`src/ipe_pkg.sv`:
```
// Notes on behaviour
// [RL1] The master writes a one to every pin it uses as an input, so only outside drivers set it.
// [RL2] A read returns the outside level on input pins and the last written level on output pins.
// [RL3] A change on the port pins is signalled on the alert output without any bus traffic.
// [RL4] Pins of one octet tied together for more sink current are always switched together.
// [RL5] Each complete written byte is stored into its octet register in the acknowledge slot; the code queues it and applies it once pins settle.
// [RL6] Written bytes go to the low port first, then the high port, alternating until a stop.
// [RL7] Every write refreshes both read snapshots and clears all pending alerts.
// [RL8] At the start of each read byte the current levels of the octet to be sent are loaded.
// [RL9] Read bytes carry the low port first, then the high port, alternating until a stop.
// [RL10] Reading the low byte clears only the low-port alert.
// [RL11] Reading the high byte clears only the high-port alert.
// [RL12] Address bit 0 picks the direction: zero writes the ports, one reads them.
// [RL13] Any rising or falling edge on a port pin raises the alert; edges while a port update settles are ignored.
// [RL14] An alert is withdrawn when the pins return to their captured value.
// [RL15] Reset clears the serial logic and releases every pin to the weak-high input state.
// [RL16] Each octet keeps its own pending flag and the active-low alert shows either one.
package ipe_pkg;

    // ----------------------------------------
    // Serial slave states
    // ----------------------------------------
    typedef enum logic [2:0] {
        IPE_IDLE     = 3'h0,
        IPE_ADDR     = 3'h1,
        IPE_ADDR_ACK = 3'h3,
        IPE_WR_DATA  = 3'h2,
        IPE_WR_ACK   = 3'h6,
        IPE_RD_DATA  = 3'h7,
        IPE_RD_ACK   = 3'h5
    } ipe_state_t;

    // ----------------------------------------
    // Constants
    // ----------------------------------------
    localparam logic [3:0] ADDR_FIXED_RST = 4'h4;   // Arbitrary upper address bits
    localparam int ADDR_RW_POS = 0;
    localparam int OCTET_W = 8;
    localparam int PORT_W = 16;
    localparam logic [3:0] BYTE_BITS = 4'h8;
    localparam logic [3:0] LAST_RD_FALL = 4'h7;
    localparam logic [7:0] PINS_OUT_VAL = 8'h00;    // Pins only ever pull low
    localparam logic [7:0] DRIVE_RST = 8'h00;       // Released, weak high
    localparam int FIFO_DEPTH_DEF = 8;
    localparam int FIFO_W = OCTET_W + 1;            // Octet select above the data
    localparam int FIFO_SEL_POS = 8;
    localparam int SETTLE_W = 16;

    // ----------------------------------------
    // Timing
    // ----------------------------------------
    localparam int CLK_PERIOD_NS = 10;
    localparam int PORT_VALID_NS = 4000;            // Output valid time, longest
    localparam int SETTLE_CYC = (PORT_VALID_NS / CLK_PERIOD_NS < 1) ? 1 :
                                PORT_VALID_NS / CLK_PERIOD_NS;

endpackage : ipe_pkg

```
`src/ipe_fifo.sv`:
```
`timescale 1ns/1ps
module ipe_fifo #(
    parameter int WIDTH = 9,
    parameter int DEPTH = 8
) (
    input wire logic clk,
    input wire logic resetn,
    input wire logic in_valid,
    output logic in_ready,
    input wire logic [WIDTH-1:0] in_data,
    output logic out_valid,
    input wire logic out_ready,
    output logic [WIDTH-1:0] out_data
);
    localparam int AW = (DEPTH > 1) ? $clog2(DEPTH) : 1;

    // ----------------------------------------
    // Elaboration check
    // ----------------------------------------
    // Pointer wrap relies on a power-of-two depth
    generate
        if (DEPTH < 2 || (DEPTH & (DEPTH - 1)) != 0 || WIDTH < 1) begin : g_bad
            $error("ipe_fifo needs a power-of-two depth of two or more");
        end
    endgenerate

    logic [WIDTH-1:0] mem_ff [DEPTH];
    logic [AW:0] wr_ptr_ff;
    logic [AW:0] rd_ptr_ff;
    logic do_wr;
    logic do_rd;

    // ----------------------------------------
    // Flags and handshakes
    // ----------------------------------------
    // Extra pointer bit tells full from empty
    assign in_ready = (wr_ptr_ff[AW] == rd_ptr_ff[AW]) || (wr_ptr_ff[AW-1:0] != rd_ptr_ff[AW-1:0]);
    assign out_valid = (wr_ptr_ff != rd_ptr_ff);
    assign out_data = mem_ff[rd_ptr_ff[AW-1:0]];
    assign do_wr = in_valid & in_ready;
    assign do_rd = out_valid & out_ready;

    // Pointers
    always_ff @(posedge clk or negedge resetn) begin
        if (!resetn) begin
            wr_ptr_ff <= '0;
            rd_ptr_ff <= '0;
        end else begin
            if (do_wr) wr_ptr_ff <= wr_ptr_ff + 1'b1;
            if (do_rd) rd_ptr_ff <= rd_ptr_ff + 1'b1;
        end
    end

    // Storage, no reset needed on data
    always_ff @(posedge clk) begin
        if (do_wr) mem_ff[wr_ptr_ff[AW-1:0]] <= in_data;
    end

endmodule : ipe_fifo

```
`src/ipe_port_expander.sv`:
```
`timescale 1ns/1ps
module ipe_port_expander
    import ipe_pkg::*;
#(
    parameter logic [3:0] FIXED_ADDR = ipe_pkg::ADDR_FIXED_RST,
    parameter int FIFO_DEPTH = ipe_pkg::FIFO_DEPTH_DEF,
    parameter int SETTLE_CYCLES = ipe_pkg::SETTLE_CYC
) (
    input wire logic clk,
    input wire logic resetn,
    input wire logic scl_i,
    input wire logic sda_i,
    output logic sda_o,
    output logic sda_oe,
    input wire logic [2:0] addr_pins_i,
    input wire logic [7:0] low_port_pins_i,
    output logic [7:0] low_port_pins_o,
    output logic [7:0] low_port_pins_oe,
    input wire logic [7:0] high_port_pins_i,
    output logic [7:0] high_port_pins_o,
    output logic [7:0] high_port_pins_oe,
    output logic alert_n
);
    // ----------------------------------------
    // Elaboration check
    // ----------------------------------------
    generate
        if (SETTLE_CYCLES < 1 || SETTLE_CYCLES >= (1 << ipe_pkg::SETTLE_W)) begin : g_bad
            $error("SETTLE_CYCLES out of range for the settle counter");
        end
    endgenerate

    // ----------------------------------------
    // Declarations
    // ----------------------------------------
    logic [1:0] scl_sync_ff;
    logic [1:0] sda_sync_ff;
    logic scl_d_ff;
    logic sda_d_ff;
    logic [2:0] addr_m_ff;
    logic [2:0] addr_s_ff;
    logic [7:0] lo_m_ff;
    logic [7:0] lo_s_ff;
    logic [7:0] hi_m_ff;
    logic [7:0] hi_s_ff;
    ipe_state_t state_ff;
    logic [3:0] bitcnt_ff;
    logic [7:0] shift_ff;
    logic sel_ff;
    logic sda_oe_ff;
    logic push_ff;
    logic [FIFO_W-1:0] push_data_ff;
    logic rd_clr_lo_ff;
    logic rd_clr_hi_ff;
    logic [7:0] drive_lo_ff;
    logic [7:0] drive_hi_ff;
    logic [SETTLE_W-1:0] settle_ff;
    logic [7:0] ref_lo_ff;
    logic [7:0] ref_hi_ff;
    logic pend_lo_ff;
    logic pend_hi_ff;
    logic alert_n_ff;
    logic scl_s;
    logic sda_s;
    logic scl_rise;
    logic scl_fall;
    logic bus_start;
    logic bus_stop;
    logic fifo_in_ready;
    logic fifo_out_valid;
    logic [FIFO_W-1:0] fifo_out_data;
    logic apply;
    logic [7:0] octet_now;

    // Octet picked by the alternating select
    function automatic logic [7:0] pick_octet(input logic sel, input logic [7:0] lo,
                                              input logic [7:0] hi);
        pick_octet = sel ? hi : lo;
    endfunction : pick_octet

    // ----------------------------------------
    // Input synchronisers
    // ----------------------------------------
    // Pins and the serial clock are asynchronous to clk
    always_ff @(posedge clk or negedge resetn) begin
        if (!resetn) begin
            scl_sync_ff <= 2'h3;
            sda_sync_ff <= 2'h3;
            scl_d_ff <= 1'b1;
            sda_d_ff <= 1'b1;
            addr_m_ff <= 3'h0;
            addr_s_ff <= 3'h0;
            lo_m_ff <= 8'hFF;
            lo_s_ff <= 8'hFF;
            hi_m_ff <= 8'hFF;
            hi_s_ff <= 8'hFF;
        end else begin
            scl_sync_ff <= {scl_sync_ff[0], scl_i};
            sda_sync_ff <= {sda_sync_ff[0], sda_i};
            scl_d_ff <= scl_sync_ff[1];
            sda_d_ff <= sda_sync_ff[1];
            addr_m_ff <= addr_pins_i;
            addr_s_ff <= addr_m_ff;
            lo_m_ff <= low_port_pins_i;
            lo_s_ff <= lo_m_ff;
            hi_m_ff <= high_port_pins_i;
            hi_s_ff <= hi_m_ff;
        end
    end

    // Edges and bus conditions on the synchronised lines
    assign scl_s = scl_sync_ff[1];
    assign sda_s = sda_sync_ff[1];
    assign scl_rise = scl_s & ~scl_d_ff;
    assign scl_fall = ~scl_s & scl_d_ff;
    assign bus_start = scl_s & scl_d_ff & sda_d_ff & ~sda_s;
    assign bus_stop = scl_s & scl_d_ff & ~sda_d_ff & sda_s;
    // Outside level on inputs, own low on driven outputs [RL2]
    assign octet_now = pick_octet(sel_ff, lo_s_ff, hi_s_ff);

    // ----------------------------------------
    // Serial slave
    // ----------------------------------------
    // Stop or start aborts any byte; the sequencer restarts on the low port
    always_ff @(posedge clk or negedge resetn) begin
        if (!resetn) begin
            state_ff <= IPE_IDLE;                                   // [RL15]
            bitcnt_ff <= 4'h0;
            shift_ff <= 8'h00;
            sel_ff <= 1'b0;
            sda_oe_ff <= 1'b0;
            push_ff <= 1'b0;
            push_data_ff <= '0;
            rd_clr_lo_ff <= 1'b0;
            rd_clr_hi_ff <= 1'b0;
        end else begin
            push_ff <= 1'b0;
            rd_clr_lo_ff <= 1'b0;
            rd_clr_hi_ff <= 1'b0;
            if (bus_start) begin
                state_ff <= IPE_ADDR;
                bitcnt_ff <= 4'h0;
                sel_ff <= 1'b0;
                sda_oe_ff <= 1'b0;
            end else if (bus_stop) begin
                state_ff <= IPE_IDLE;
                sda_oe_ff <= 1'b0;
            end else begin
                case (state_ff)
                    IPE_ADDR, IPE_WR_DATA: begin
                        if (scl_rise) begin
                            shift_ff <= {shift_ff[6:0], sda_s};
                            bitcnt_ff <= bitcnt_ff + 4'h1;
                        end else if (scl_fall && bitcnt_ff == BYTE_BITS) begin
                            bitcnt_ff <= 4'h0;
                            if (state_ff == IPE_ADDR) begin
                                if (shift_ff[7:1] == {FIXED_ADDR, addr_s_ff}) begin
                                    state_ff <= IPE_ADDR_ACK;
                                    sda_oe_ff <= 1'b1;
                                end else begin
                                    state_ff <= IPE_IDLE;
                                end
                            end else begin
                                // Stored at the ack slot, master ack or not [RL5]
                                push_ff <= 1'b1;
                                push_data_ff <= {sel_ff, shift_ff};
                                sel_ff <= ~sel_ff;                  // [RL6]
                                // A full queue drops the byte and answers not-ack
                                sda_oe_ff <= fifo_in_ready;
                                state_ff <= IPE_WR_ACK;
                            end
                        end
                    end
                    IPE_ADDR_ACK: begin
                        if (scl_fall) begin
                            if (shift_ff[ADDR_RW_POS]) begin            // [RL12]
                                // Snapshot the octet to send [RL8] [RL9]
                                shift_ff <= octet_now;
                                sda_oe_ff <= ~octet_now[7];
                                rd_clr_lo_ff <= ~sel_ff;            // [RL10]
                                rd_clr_hi_ff <= sel_ff;             // [RL11]
                                sel_ff <= ~sel_ff;
                                state_ff <= IPE_RD_DATA;
                            end else begin
                                sda_oe_ff <= 1'b0;
                                state_ff <= IPE_WR_DATA;
                            end
                        end
                    end
                    IPE_WR_ACK: begin
                        if (scl_fall) begin
                            sda_oe_ff <= 1'b0;
                            state_ff <= IPE_WR_DATA;
                        end
                    end
                    IPE_RD_DATA: begin
                        if (scl_fall) begin
                            if (bitcnt_ff == LAST_RD_FALL) begin
                                bitcnt_ff <= 4'h0;
                                sda_oe_ff <= 1'b0;
                                state_ff <= IPE_RD_ACK;
                            end else begin
                                bitcnt_ff <= bitcnt_ff + 4'h1;
                                shift_ff <= {shift_ff[6:0], 1'b0};
                                sda_oe_ff <= ~shift_ff[6];
                            end
                        end
                    end
                    IPE_RD_ACK: begin
                        // Master ack low asks for the next octet
                        if (scl_rise && sda_s) begin
                            state_ff <= IPE_IDLE;
                        end else if (scl_fall) begin
                            shift_ff <= octet_now;                  // [RL8]
                            sda_oe_ff <= ~octet_now[7];
                            rd_clr_lo_ff <= ~sel_ff;                // [RL10]
                            rd_clr_hi_ff <= sel_ff;                 // [RL11]
                            sel_ff <= ~sel_ff;                      // [RL9]
                            state_ff <= IPE_RD_DATA;
                        end
                    end
                    default: begin
                        state_ff <= IPE_IDLE;
                    end
                endcase
            end
        end
    end

    // ----------------------------------------
    // Write queue
    // ----------------------------------------
    ipe_fifo #(
        .WIDTH(FIFO_W),
        .DEPTH(FIFO_DEPTH)
    ) u_fifo (
        .clk(clk),
        .resetn(resetn),
        .in_valid(push_ff),
        .in_ready(fifo_in_ready),
        .in_data(push_data_ff),
        .out_valid(fifo_out_valid),
        .out_ready(apply),
        .out_data(fifo_out_data)
    );

    // Drain stalls until the pins settle from the last update
    assign apply = fifo_out_valid && settle_ff == '0;

    // ----------------------------------------
    // Port latches
    // ----------------------------------------
    // A one releases the pin; the master keeps inputs and tied groups consistent [RL1] [RL4]
    always_ff @(posedge clk or negedge resetn) begin
        if (!resetn) begin
            drive_lo_ff <= DRIVE_RST;                               // [RL15]
            drive_hi_ff <= DRIVE_RST;
            settle_ff <= '0;
        end else if (apply) begin
            if (fifo_out_data[FIFO_SEL_POS]) begin
                drive_hi_ff <= ~fifo_out_data[7:0];
            end else begin
                drive_lo_ff <= ~fifo_out_data[7:0];
            end
            settle_ff <= SETTLE_W'(SETTLE_CYCLES);
        end else if (settle_ff != '0) begin
            settle_ff <= settle_ff - 1'b1;
        end
    end

    // ----------------------------------------
    // Change alert
    // ----------------------------------------
    // Own output changes would look like input edges, so track pins while settling
    always_ff @(posedge clk or negedge resetn) begin
        if (!resetn) begin
            ref_lo_ff <= 8'hFF;
            ref_hi_ff <= 8'hFF;
            pend_lo_ff <= 1'b0;
            pend_hi_ff <= 1'b0;
        end else if (apply || settle_ff != '0) begin
            ref_lo_ff <= lo_s_ff;                                   // [RL7]
            ref_hi_ff <= hi_s_ff;
            pend_lo_ff <= 1'b0;
            pend_hi_ff <= 1'b0;
        end else begin
            // Compare to the captured value: edges set, a return clears [RL13] [RL14]
            // Reference is the octet just sent, so an edge right after the load still sets
            if (rd_clr_lo_ff) ref_lo_ff <= shift_ff;                // [RL10]
            if (rd_clr_hi_ff) ref_hi_ff <= shift_ff;                // [RL11]
            pend_lo_ff <= lo_s_ff != (rd_clr_lo_ff ? shift_ff : ref_lo_ff);  // [RL16]
            pend_hi_ff <= hi_s_ff != (rd_clr_hi_ff ? shift_ff : ref_hi_ff);
        end
    end

    // Active-low alert, no bus access needed [RL3]
    always_ff @(posedge clk or negedge resetn) begin
        if (!resetn) begin
            alert_n_ff <= 1'b1;
        end else begin
            alert_n_ff <= ~(pend_lo_ff | pend_hi_ff);               // [RL16]
        end
    end

    // ----------------------------------------
    // Outputs
    // ----------------------------------------
    assign sda_o = 1'b0;
    assign sda_oe = sda_oe_ff;
    assign low_port_pins_o = PINS_OUT_VAL;
    assign high_port_pins_o = PINS_OUT_VAL;
    assign low_port_pins_oe = drive_lo_ff;
    assign high_port_pins_oe = drive_hi_ff;
    assign alert_n = alert_n_ff;

endmodule : ipe_port_expander

```
`config.mk`:
```
export PLATFORM = sky130hd
export DESIGN_NAME = ipe_port_expander
export DESIGN_NICKNAME = d
export VERILOG_FILES = /design/src/ipe_pkg.sv /design/src/ipe_fifo.sv /design/src/ipe_port_expander.sv
export SDC_FILE = /design/constraint.sdc
export NUM_CORES = 1
export LEC_CHECK = 0
export BUFFER_PORTS_ARGS = -buffer_cell sky130_fd_sc_hd__buf_2
export CAP_MARGIN = 0
export CORE_ASPECT_RATIO = 1.5
export CORE_MARGIN = 8
export CORE_UTILIZATION = 25
export DETAILED_ROUTE_END_ITERATION = 12
export SLEW_MARGIN = 25
export SYNTH_ARGS = -nofsm -noshare
export SYNTH_HDL_FRONTEND = slang
export SYNTH_SLANG_ARGS = --single-unit
```
`constraint.sdc`:
```
create_clock -name clk -period 6.95 [get_ports clk]
set_clock_uncertainty 0.15 [all_clocks]
set_input_delay 0.3475 -clock clk [delete_from_list [all_inputs] [get_ports clk]]
set_output_delay 0.3475 -clock clk [all_outputs]
set_load 0.01 [all_outputs]
```
==> results.md, run 1 <==
- DR iter-0 viols: 327
- Top-count cell post-synth: dfrtp_1
- Synth warnings: 0
- ANT cells: 0
- CTS buffer count: 22
- PD cells: 239.2 nW/um^2
- Final Cycle Share: 44.34%
- Required time of the critical path: 6.92 ns
- Multi-input logic area: 2914 um^2
- Max Clk Rate: 324.5 MHz
- Final setup vio count: 0
- Setup Fix Bufs, Post-CTS: 0
- Largest net degree at the start of global routing: 74
- Initial Utilization: 25.36%
- Hold Crit Endpoint: addr_s_ff[2]
- Layout area overhead: 17.27%
- MaxCap Viol Count: 0
- Maximum vdd drop: 0.0001729 V
- Fraction of registers with async set or reset after synthesis: 64.71%
- Via count: 4877
- Site Rows: 83
- Layout cells sized above 1: 29.61%
- Vias in the first global route: 5064
- WL final: 17000 um
- TritonCTS clock tree: yes
- First-pass iteration count of the detailed router: 4
- CTS root buffer: clkbuf_16
- Crit path time final: 3.081 ns
- Outcome: finished clean
- Post-synthesis sequential area ratio: 63.87%
- CTS H-tree lvls: 1
- IO Count: 58
- Die area: 40990 um^2
- Die Y-Extent: 244.0 um
- Syn avg cell area: 14.20 um^2
- DRC violations left: 0
- Leakage: 3.722 nW
- Hold Buf Count CTS: 22
- Clk sinks: 204
- Synth unique cells: 58
- Worst R2R Setup Slack: 3.87 ns
- Final HPWL DP: 11810 um
- Max incr delay on CP: 0.92 ns
- Global placement routability congestion: 0.7850
- WL/cell: 15.26 um
- Core Region: 34170 um^2
- Initial antenna violation count: 0
- Post_cts resized: 0
- EDFF count, synth: 72
- Max Root-Sink Buffers: 3
- Worst hold start: addr_m_ff[2]
- CP Cell Sequence: xnor2_1 -> a41oi_1 -> nand2_1 -> nor2_1
- Vias per std cell: 4.378
- Total track usage: 8.402%
- # port buffers: 40
- Most instantiated cells after synthesis: 77 x dfrtp_1, 72 x edfxtp_1, 55 x dfstp_2
- Unrepaired setup endpoints after global routing: false
- Total Power: 0.002431 W
- Syn Std Cell Area: 8665 um^2
- Hold Path Depth: 0
- Final Slew Violations: 0
- Synth area leader: edfxtp_1
- CP Launch Type: flop
- Reg-to-Reg Start: u_fifo.rd_ptr_ff[1]
- Post-synth top area share: 24.95%
- CTS clk-pin slew, worst paths: 0.06 ns
- FF/Latch Area: 5534 um^2
- Yosys reg bits: 204
- Global-route wire length before repair: 27900 um
- Hold Crit Class: flop to flop
- Slowest cell on the critical path: dfrtp_1
- Critical path arrival: 3.05 ns
- Die width: 168.0 um
- Crit path capture type: flop
- Primary FF master, synth: dfrtp_1
- Fin Setup TNS: 0 ns
- Crit Reg-Reg Endpoint: u_fifo.mem_ff[7][3]
- Final hold violation count: 0
- Crit Path Category: flop to flop
- Worst Reg-to-Reg Cells: 4
- Post-DRT Antenna Nets: 0
- Mapped Cells: 610
- Slew HR: 41.03%
- Filler cell count: 3402
- Worst Tran Pin Value: 0.8845 ns
- Grt total ovfl: 0
- Fin nets: 701
- Synth area leaders: edfxtp_1 25%, dfrtp_1 22%, dfstp_2 17%
- Hold WS: 0.1962 ns
- Clk_lat worst skew: 0.49 ns
- Max FO, Critical Path: 22
[critical path, delay by kind of cell (launching register included)]
kind	cells	cell delay, ns
simple gates	2	0.88
flops	1	0.92
compound gates	1	0.52
xor+xnor	1	0.24
[cells in the final DEF (no fill, tap or decap), types with 10 or more instances in the layout]
cell,n
a21oi_1,14
a21oi_2,12
buf_2,39
clkbuf_16,23
conb_1,17
dfrtp_1,77
dfstp_2,55
dlygate4sd3_1,22
edfxtp_1,72
inv_1,10
mux2_2,34
mux2i_1,38
mux4_2,18
nand2_1,26
nand2b_1,14
nand3_1,13
nor2_1,37
o21ai_0,26
xnor2_1,30
[how the worst max path moves through the flow]
stage                           to  slack (ns)           startpoint  depth (start not counted)
2_1_floorplan  u_fifo.mem_ff[0][0]        4.49  u_fifo.wr_ptr_ff[0]                          5
3_3_place_gp   u_fifo.mem_ff[4][5]        3.63  u_fifo.rd_ptr_ff[1]                          4
3_5_place_dp   u_fifo.mem_ff[7][4]        3.83  u_fifo.rd_ptr_ff[1]                          4
4_1_cts        u_fifo.mem_ff[7][6]        3.82  u_fifo.rd_ptr_ff[1]                          4
5_1_grt        u_fifo.mem_ff[3][2]        3.64  u_fifo.rd_ptr_ff[1]                          4
6_report       u_fifo.mem_ff[7][3]        3.87  u_fifo.rd_ptr_ff[1]                          4
[sequential cells by signal, summed over array words and instances (netlist names), 2 cells and up]
register	cells
addr_m_ff	3
addr_s_ff	3
bitcnt_ff	4
hi_m_ff	8
hi_s_ff	8
high_port_pins_oe	8
lo_m_ff	8
lo_s_ff	8
low_port_pins_oe	8
push_data_ff	9
ref_hi_ff	8
ref_lo_ff	8
scl_sync_ff	2
sda_sync_ff	2
settle_ff	16
shift_ff	8
state_ff	3
u_fifo.mem_ff	72
u_fifo.rd_ptr_ff	4
u_fifo.wr_ptr_ff	4
[cell families after synthesis]
kind of cell	synth area share [%]
flops	63.87
buf+inv	3.307
other cells	0.04328
compound gates	5.516
simple gates	9.112
fa+ha+maj	0.7220
mux	13.49
xor+xnor	3.942
[power by group]
| part | switching, W | leakage (nW) | total (W) | internal (W) |
|---|---|---|---|---|
| logic | 0.0000338 | 1.28 | 0.0000582 | 0.0000245 |
| clock network | 0.000452 | 0.329 | 0.00110 | 0.000644 |
| registers | 0.0000120 | 2.12 | 0.00128 | 0.00126 |
| total | 0.000498 | 3.72 | 0.00243 | 0.00193 |
[through the flow]
stage	worst slack, ns	std cells	area (um^2)	utilization (%)
floorplan	4.488	626	8725	-
global placement	3.628	1052	9236	27.03
detailed placement	3.827	1052	9246	27.06
CTS	3.823	1114	10160	29.73
global route	3.636	1114	10160	29.74
finish	3.869	1114	10160	29.74
[routing by layer]
layer | part of all wire, % | up-vias | track usage (%) | wire length, um
met5 | 0 | - | 0 | 0
met4 | 1.4 | 0 | 2.265 | 241
met2 | 54 | 100 | 15.41 | 9143
met1 | 40 | 2448 | 9.768 | 6841
met3 | 4.5 | 20 | 1.661 | 769
li1 | - | 2309 | - | -
[layout make-up]
| class | count | area share [%] |
|---|---|---|
| Multi-Input combinational cell | 370 | 28.68 |
| Clock inverter | 13 | 0.9851 |
| Tap cell | 425 | 5.233 |
| Inverter | 10 | 0.3694 |
| Clock buffer | 27 | 5.812 |
| Sequential cell | 204 | 54.46 |
| Timing Repair Buffer | 65 | 4.458 |
Power figures use the tool's default switching activity.
==> inputs of run 2 (changes only) <==
clock period = 2.9 ns   (was 6.95 ns; I/O delays follow)
==> results.md, run 2 (synthesis gave the netlist of run 1 again) <==
- Via count: 4920
- Crit path buffers/inverters: 0
- PD cells: 581.2 nW/um^2
- DR iter-0 viols: 341
- Clk sinks: 204
- Clock share of power: 46.9%
- Pint: 0.004824 W
- # port buffers: 40
- CTS clk-pin slew, worst paths: 0.06 ns
- Post-DRT Antenna Nets: 0
- Fin Setup TNS: 0 ns
- Final Slew Violations: 0
- Worst Tran Pin Value: 0.7512 ns
- Commonest non-fill, non-tap cell in the layout: dfrtp_1
- Total track usage: 8.355%
- Vias per std cell: 4.339
- Final setup vio count: 0
- Die Y-Extent: 244.0 um
- DRC violations left: 0
- IO Count: 58
- ANT cells: 0
- CTS root buffer: clkbuf_16
- Max reg flops: 72
- Final hold violation count: 0
- Max Root-Sink Buffers: 3
- Maximum vdd drop: 0.0003971 V
- CTS buffer count: 22
- First-pass iteration count of the detailed router: 4
- CP delay by family, top: simple AND/OR/NAND/NOR gates
- MaxCap Viol Count: 0
- Layout cells sized above 1: 32.16%
- Crit path capture type: flop
- Global placement routability congestion: 0.7901
- Max Clk Rate: 390.0 MHz
- Site Rows: 83
- Die area: 40990 um^2
- CP Launch Type: flop
- Crit Path Category: flop to flop
- Core Region: 34170 um^2
- WL final: 17040 um
- Critical path arrival: 2.80 ns
- Max FO, Critical Path: 8
- CTS H-tree lvls: 1
- Slew HR: 49.92%
- TritonCTS clock tree: yes
- Required time of the critical path: 3.13 ns
- WL/cell: 15.03 um
- Fin nets: 721
- Layout area overhead: 19.71%
- Clk_lat worst skew: 0.50 ns
- Sw frac: 19.99%
- Die width: 168.0 um
- Largest net degree at the start of global routing: 86
- Final HPWL DP: 11510 um
- Vias in the first global route: 5227
- Setup Fix Bufs, Post-CTS: 0
- Switching pwr: 0.001205 W
- Final Cycle Share: 88.41%
- Unrepaired setup endpoints after global routing: false
- Hold Crit Class: input port to asynchronous set/reset pin
- Global-route wire length before repair: 28040 um
- Grt total ovfl: 0
- Hold Buf Count CTS: 22
- Post_cts resized: 0
- Slowest cell on the critical path: or4_4
- Commonest cells after routing, fill and taps aside: 77 x dfrtp_1, 72 x edfxtp_1, 55 x dfstp_2, 39 x buf_2, 38 x mux2i_1
- Max incr delay on CP: 0.60 ns
- Outcome: finished clean
- Final Util: 30.36%
- Combinational Power Share: 2.4%
- Filler cell count: 3390
- Seq pwr share: 50.7%
- Initial antenna violation count: 0
- Crit path time final: 2.564 ns
- Initial Utilization: 25.36%
- CP Cell Sequence: or4_4 -> nor4_4 -> nand3_1 -> nor2_2 -> mux2_2
- Leakage: 3.871 nW
run 2: changes by cell type in the layout (fill, tap and decap cells not counted), moves of 2 or more:
cell	before	now
buf_4	2	22
clkbuf_1	4	2
clkbuf_8	0	5
clkinv_1	4	0
clkinvlp_4	3	1
nor3_1	8	10
nor3_2	3	1
run 2: power groups by stage:
stage               sequential, W  clock, W  combinational, W
global route              0.00306   0.00303          0.000164
floorplan                 0.00310         0         0.0000723
global placement          0.00311         0          0.000122
finish                    0.00306   0.00283          0.000143
CTS                       0.00306   0.00293          0.000148
detailed placement        0.00311         0          0.000124
run 2: area by class of cell:
cell class | instances | area [um^2] | area share (%)
multi-input combinational | 370 | 2904 | 28.00
tap | 425 | 531.8 | 5.127
clock inverter | 7 | 63.81 | 0.6152
clock buffer | 33 | 689.4 | 6.647
sequential | 204 | 5534 | 53.35
timing repair buffer | 85 | 611.8 | 5.899
inverter | 10 | 37.54 | 0.3619
run 2: final timing paths:
check | startpoint | endpoint | slack [ns] | cells after the start
max | settle_ff[7] | high_port_pins_oe[1] | 0.34 | 5
min | resetn | pend_lo_ff | 0.13 | 2
max reg2reg | settle_ff[7] | high_port_pins_oe[1] | 0.34 | 5
min reg2reg | addr_m_ff[2] | addr_s_ff[2] | 0.20 | 0
max in group asynchronous | resetn | low_port_pins_oe[2] | 1.67 | 3
min in group clk | high_port_pins_i[5] | hi_m_ff[5] | 0.13 | 2
run 2: worst register-to-register path, delay by kind of cell, from the launching register on:
family	cells	cell delay, ns
and+or+nand+nor	4	1.47
muxes	1	0.40
DFF	1	0.43
run 2: per-stage QoR:
stage               hold slack (ns)  cell area [um^2]  std cells  setup slack (ns)  total power [W]
floorplan                   -0.3006              8725        626            0.4380         0.003173
global placement             0.1002              9399       1072            0.3652         0.003233
detailed placement           0.1012              9399       1072            0.3041         0.003236
CTS                          0.1103             10370       1134            0.3038         0.006132
global route                 0.1185             10370       1134            0.1614         0.006253
finish                       0.1324             10370       1134            0.3361         0.006029
run 2: metal layers:
metal  share of wire, %  GRT usage, %  vias up  wire length, um
met3                4.9         1.645       20              837
met5                  0             0        -                0
met1                 41         9.480     2440             6951
met2                 53         15.50      112             8948
met4                1.8         2.502        0              303
li1                   -             -     2348                -
==> inputs of run 3 (changes only) <==
CORE_UTILIZATION = 53   (was 25)
PLACE_DENSITY = 0.7   (was default)
SYNTH_HIERARCHICAL = 1   (was default)
==> results.md, run 3 <==
- Outcome: finished clean
- Crit path buffers/inverters: 1
- FF/Latch Area: 5534 um^2
- Slowest cell on the critical path: or4b_1
- Final hold violation count: 0
- Most instantiated cells after synthesis: 77 x dfrtp_1, 72 x edfxtp_1, 59 x nand2_1
- Worst Tran Pin Value: 0.6294 ns
- Global placement routability congestion: 0.8936
- Grt total ovfl: 0
- CP Cell Sequence: inv_1 -> ha_1 -> or4b_1 -> nor2_1 -> nand3_2 -> nor2_2 -> nand4_1 -> and2_1 -> a311o_1
- Setup Fix Bufs, Post-CTS: 0
- WL final: 16830 um
- IO Count: 58
- Reg-to-Reg Start: settle_ff[0]
- Final setup vio count: 0
- Final HPWL DP: 11450 um
- Core Region: 16190 um^2
- Critical path arrival: 2.91 ns
- Total Power: 0.005980 W
- Crit Path Category: flop to flop
- DRC violations left: 0
- Syn Std Cell Area: 8768 um^2
- PD cells: 589.4 nW/um^2
- Global-route wire length before repair: 27740 um
- Die area: 21000 um^2
- Initial antenna violation count: 0
- Post-synth top area share: 24.66%
- Crit path from: settle_ff[0]
- DR iter-0 viols: 250
- Layout area overhead: 15.70%
- Commonest cells after routing, fill and taps aside: 77 x dfrtp_1, 72 x edfxtp_1, 59 x nand2_1, 55 x dfstp_2, 39 x buf_2
- CTS root buffer: clkbuf_16
- Maximum vdd drop: 0.0005733 V
- CTS clk-pin slew, worst paths: 0.06 ns
- Synth area leader: edfxtp_1
- Fin Setup TNS: 0 ns
- WL/cell: 17.96 um
- EDFF count, synth: 72
- Max incr delay on CP: 0.51 ns
- CP delay by family, top: simple AND/OR/NAND/NOR gates
- Final Cycle Share: 93.42%
- Layout Cells excl Fill: 937
- Initial Utilization: 54.16%
- Slew HR: 58.04%
- Multi-input logic area: 3015 um^2
- Clk sinks: 204
- Synth area leaders: edfxtp_1 25%, dfrtp_1 22%, dfstp_2 16%
- Layout cells sized above 1: 30.78%
- Max reg flops: 72
- Leakage: 4.027 nW
- Mapped Cells: 633
- Total track usage: 16.39%
- # port buffers: 40
- Required time of the critical path: 3.10 ns
- Largest net degree at the start of global routing: 68
- Placed cells: 882
- ANT cells: 0
- Max FO, Critical Path: 5
- TritonCTS clock tree: yes
- Synth unique cells: 71
- Syn avg cell area: 13.85 um^2
- Crit path capture type: flop
- Hold WS: 0.08581 ns
- CTS buffer count: 19
- Filler cell count: 1236
- Primary FF master, synth: dfrtp_1
- Die width: 121.0 um
- Max Root-Sink Buffers: 3
- Unrepaired setup endpoints after global routing: false
- CTS H-tree lvls: 1
- Via count: 5217
- Clk_lat worst skew: 0.48 ns
- Post-synthesis sequential area ratio: 63.11%
- Crit path time final: 2.709 ns
- Max Clk Rate: 369.1 MHz
- Hold Crit Class: input port to asynchronous set/reset pin
- Site Rows: 57
- MaxCap Viol Count: 0
- Top-count cell post-synth: dfrtp_1
- Post-DRT Antenna Nets: 0
- Fin nets: 748
- Synth warnings: 6
- Fraction of registers with async set or reset after synthesis: 64.71%
- Final Slew Violations: 0
- Die Y-Extent: 173.5 um
- Vias in the first global route: 5482
- CP Launch Type: flop
- First-pass iteration count of the detailed router: 4
- Yosys reg bits: 204
- Commonest non-fill, non-tap cell in the layout: dfrtp_1
- Vias per std cell: 5.568
==> run 3: area by class of cell <==
cell class,count,area share (%)
Multi-Input combinational cell,390,29.72
Timing Repair Buffer,91,6.475
Inverter,13,0.4810
Clock buffer,25,5.525
Clock inverter,8,0.7030
Sequential cell,204,54.55
Tap cell,206,2.541
==> run 3: stage by stage <==
step           util, %  area [um^2]  setup WS (ns)
2_1_floorplan        -         8828         0.2775
3_3_place_gp     57.35         9285         0.2511
3_5_place_dp     57.35         9285         0.1298
4_1_cts          62.62        10140         0.1254
5_1_grt          62.66        10140        0.03306
6_report         62.66        10140         0.1908
==> run 3: timing repair <==
item	in CTS	in global routing
resized for setup	0	2
hold buffers	22	0
hold endpoints to repair	91	0
setup endpoints to repair	0	1
==> run 3: cells by family after synthesis <==
| group | synth area share, % |
|---|---|
| DFF | 63.11 |
| and+or+nand+nor | 10.09 |
| AOI/OAI and AO/OA | 6.978 |
| muxes | 11.04 |
| buffers and inverters | 3.482 |
| xor gates and xnor gates | 4.281 |
| adders and majority gates | 0.9703 |
| other | 0.04277 |
==> run 3: path summary, 6_finish.rpt <==
path                                       endpoint  slack, ns  cells after the start
worst max-delay path            u_fifo/rd_ptr_ff[3]       0.19                      9
worst min-delay path                  settle_ff[12]       0.09                      2
worst max register to register  u_fifo/rd_ptr_ff[3]       0.19                      9
worst min register to register         addr_s_ff[1]       0.20                      0
max in group asynchronous       u_fifo/rd_ptr_ff[3]       1.75                      3
min in group clk                     sda_sync_ff[0]       0.16                      2
==> run 3: per-layer routing <==
metal  part of all wire (%)  wire length, um  global-route usage (%)
met2                     54             9042                   29.88
met4                    2.5              415                   5.802
met1                     40             6726                   18.79
met5                      0                0                       0
met3                    3.8              647                   2.413
==> run 3: power by group <==
part / internal, W / total, W / switching [W] / leakage (nW)
Clock: 0.00146 / 0.00247 / 0.00101 / 0.315
Sequential: 0.00307 / 0.00318 / 0.000106 / 2.19
Combinational: 0.000162 / 0.000335 / 0.000173 / 1.52
Total: 0.00469 / 0.00598 / 0.00129 / 4.03
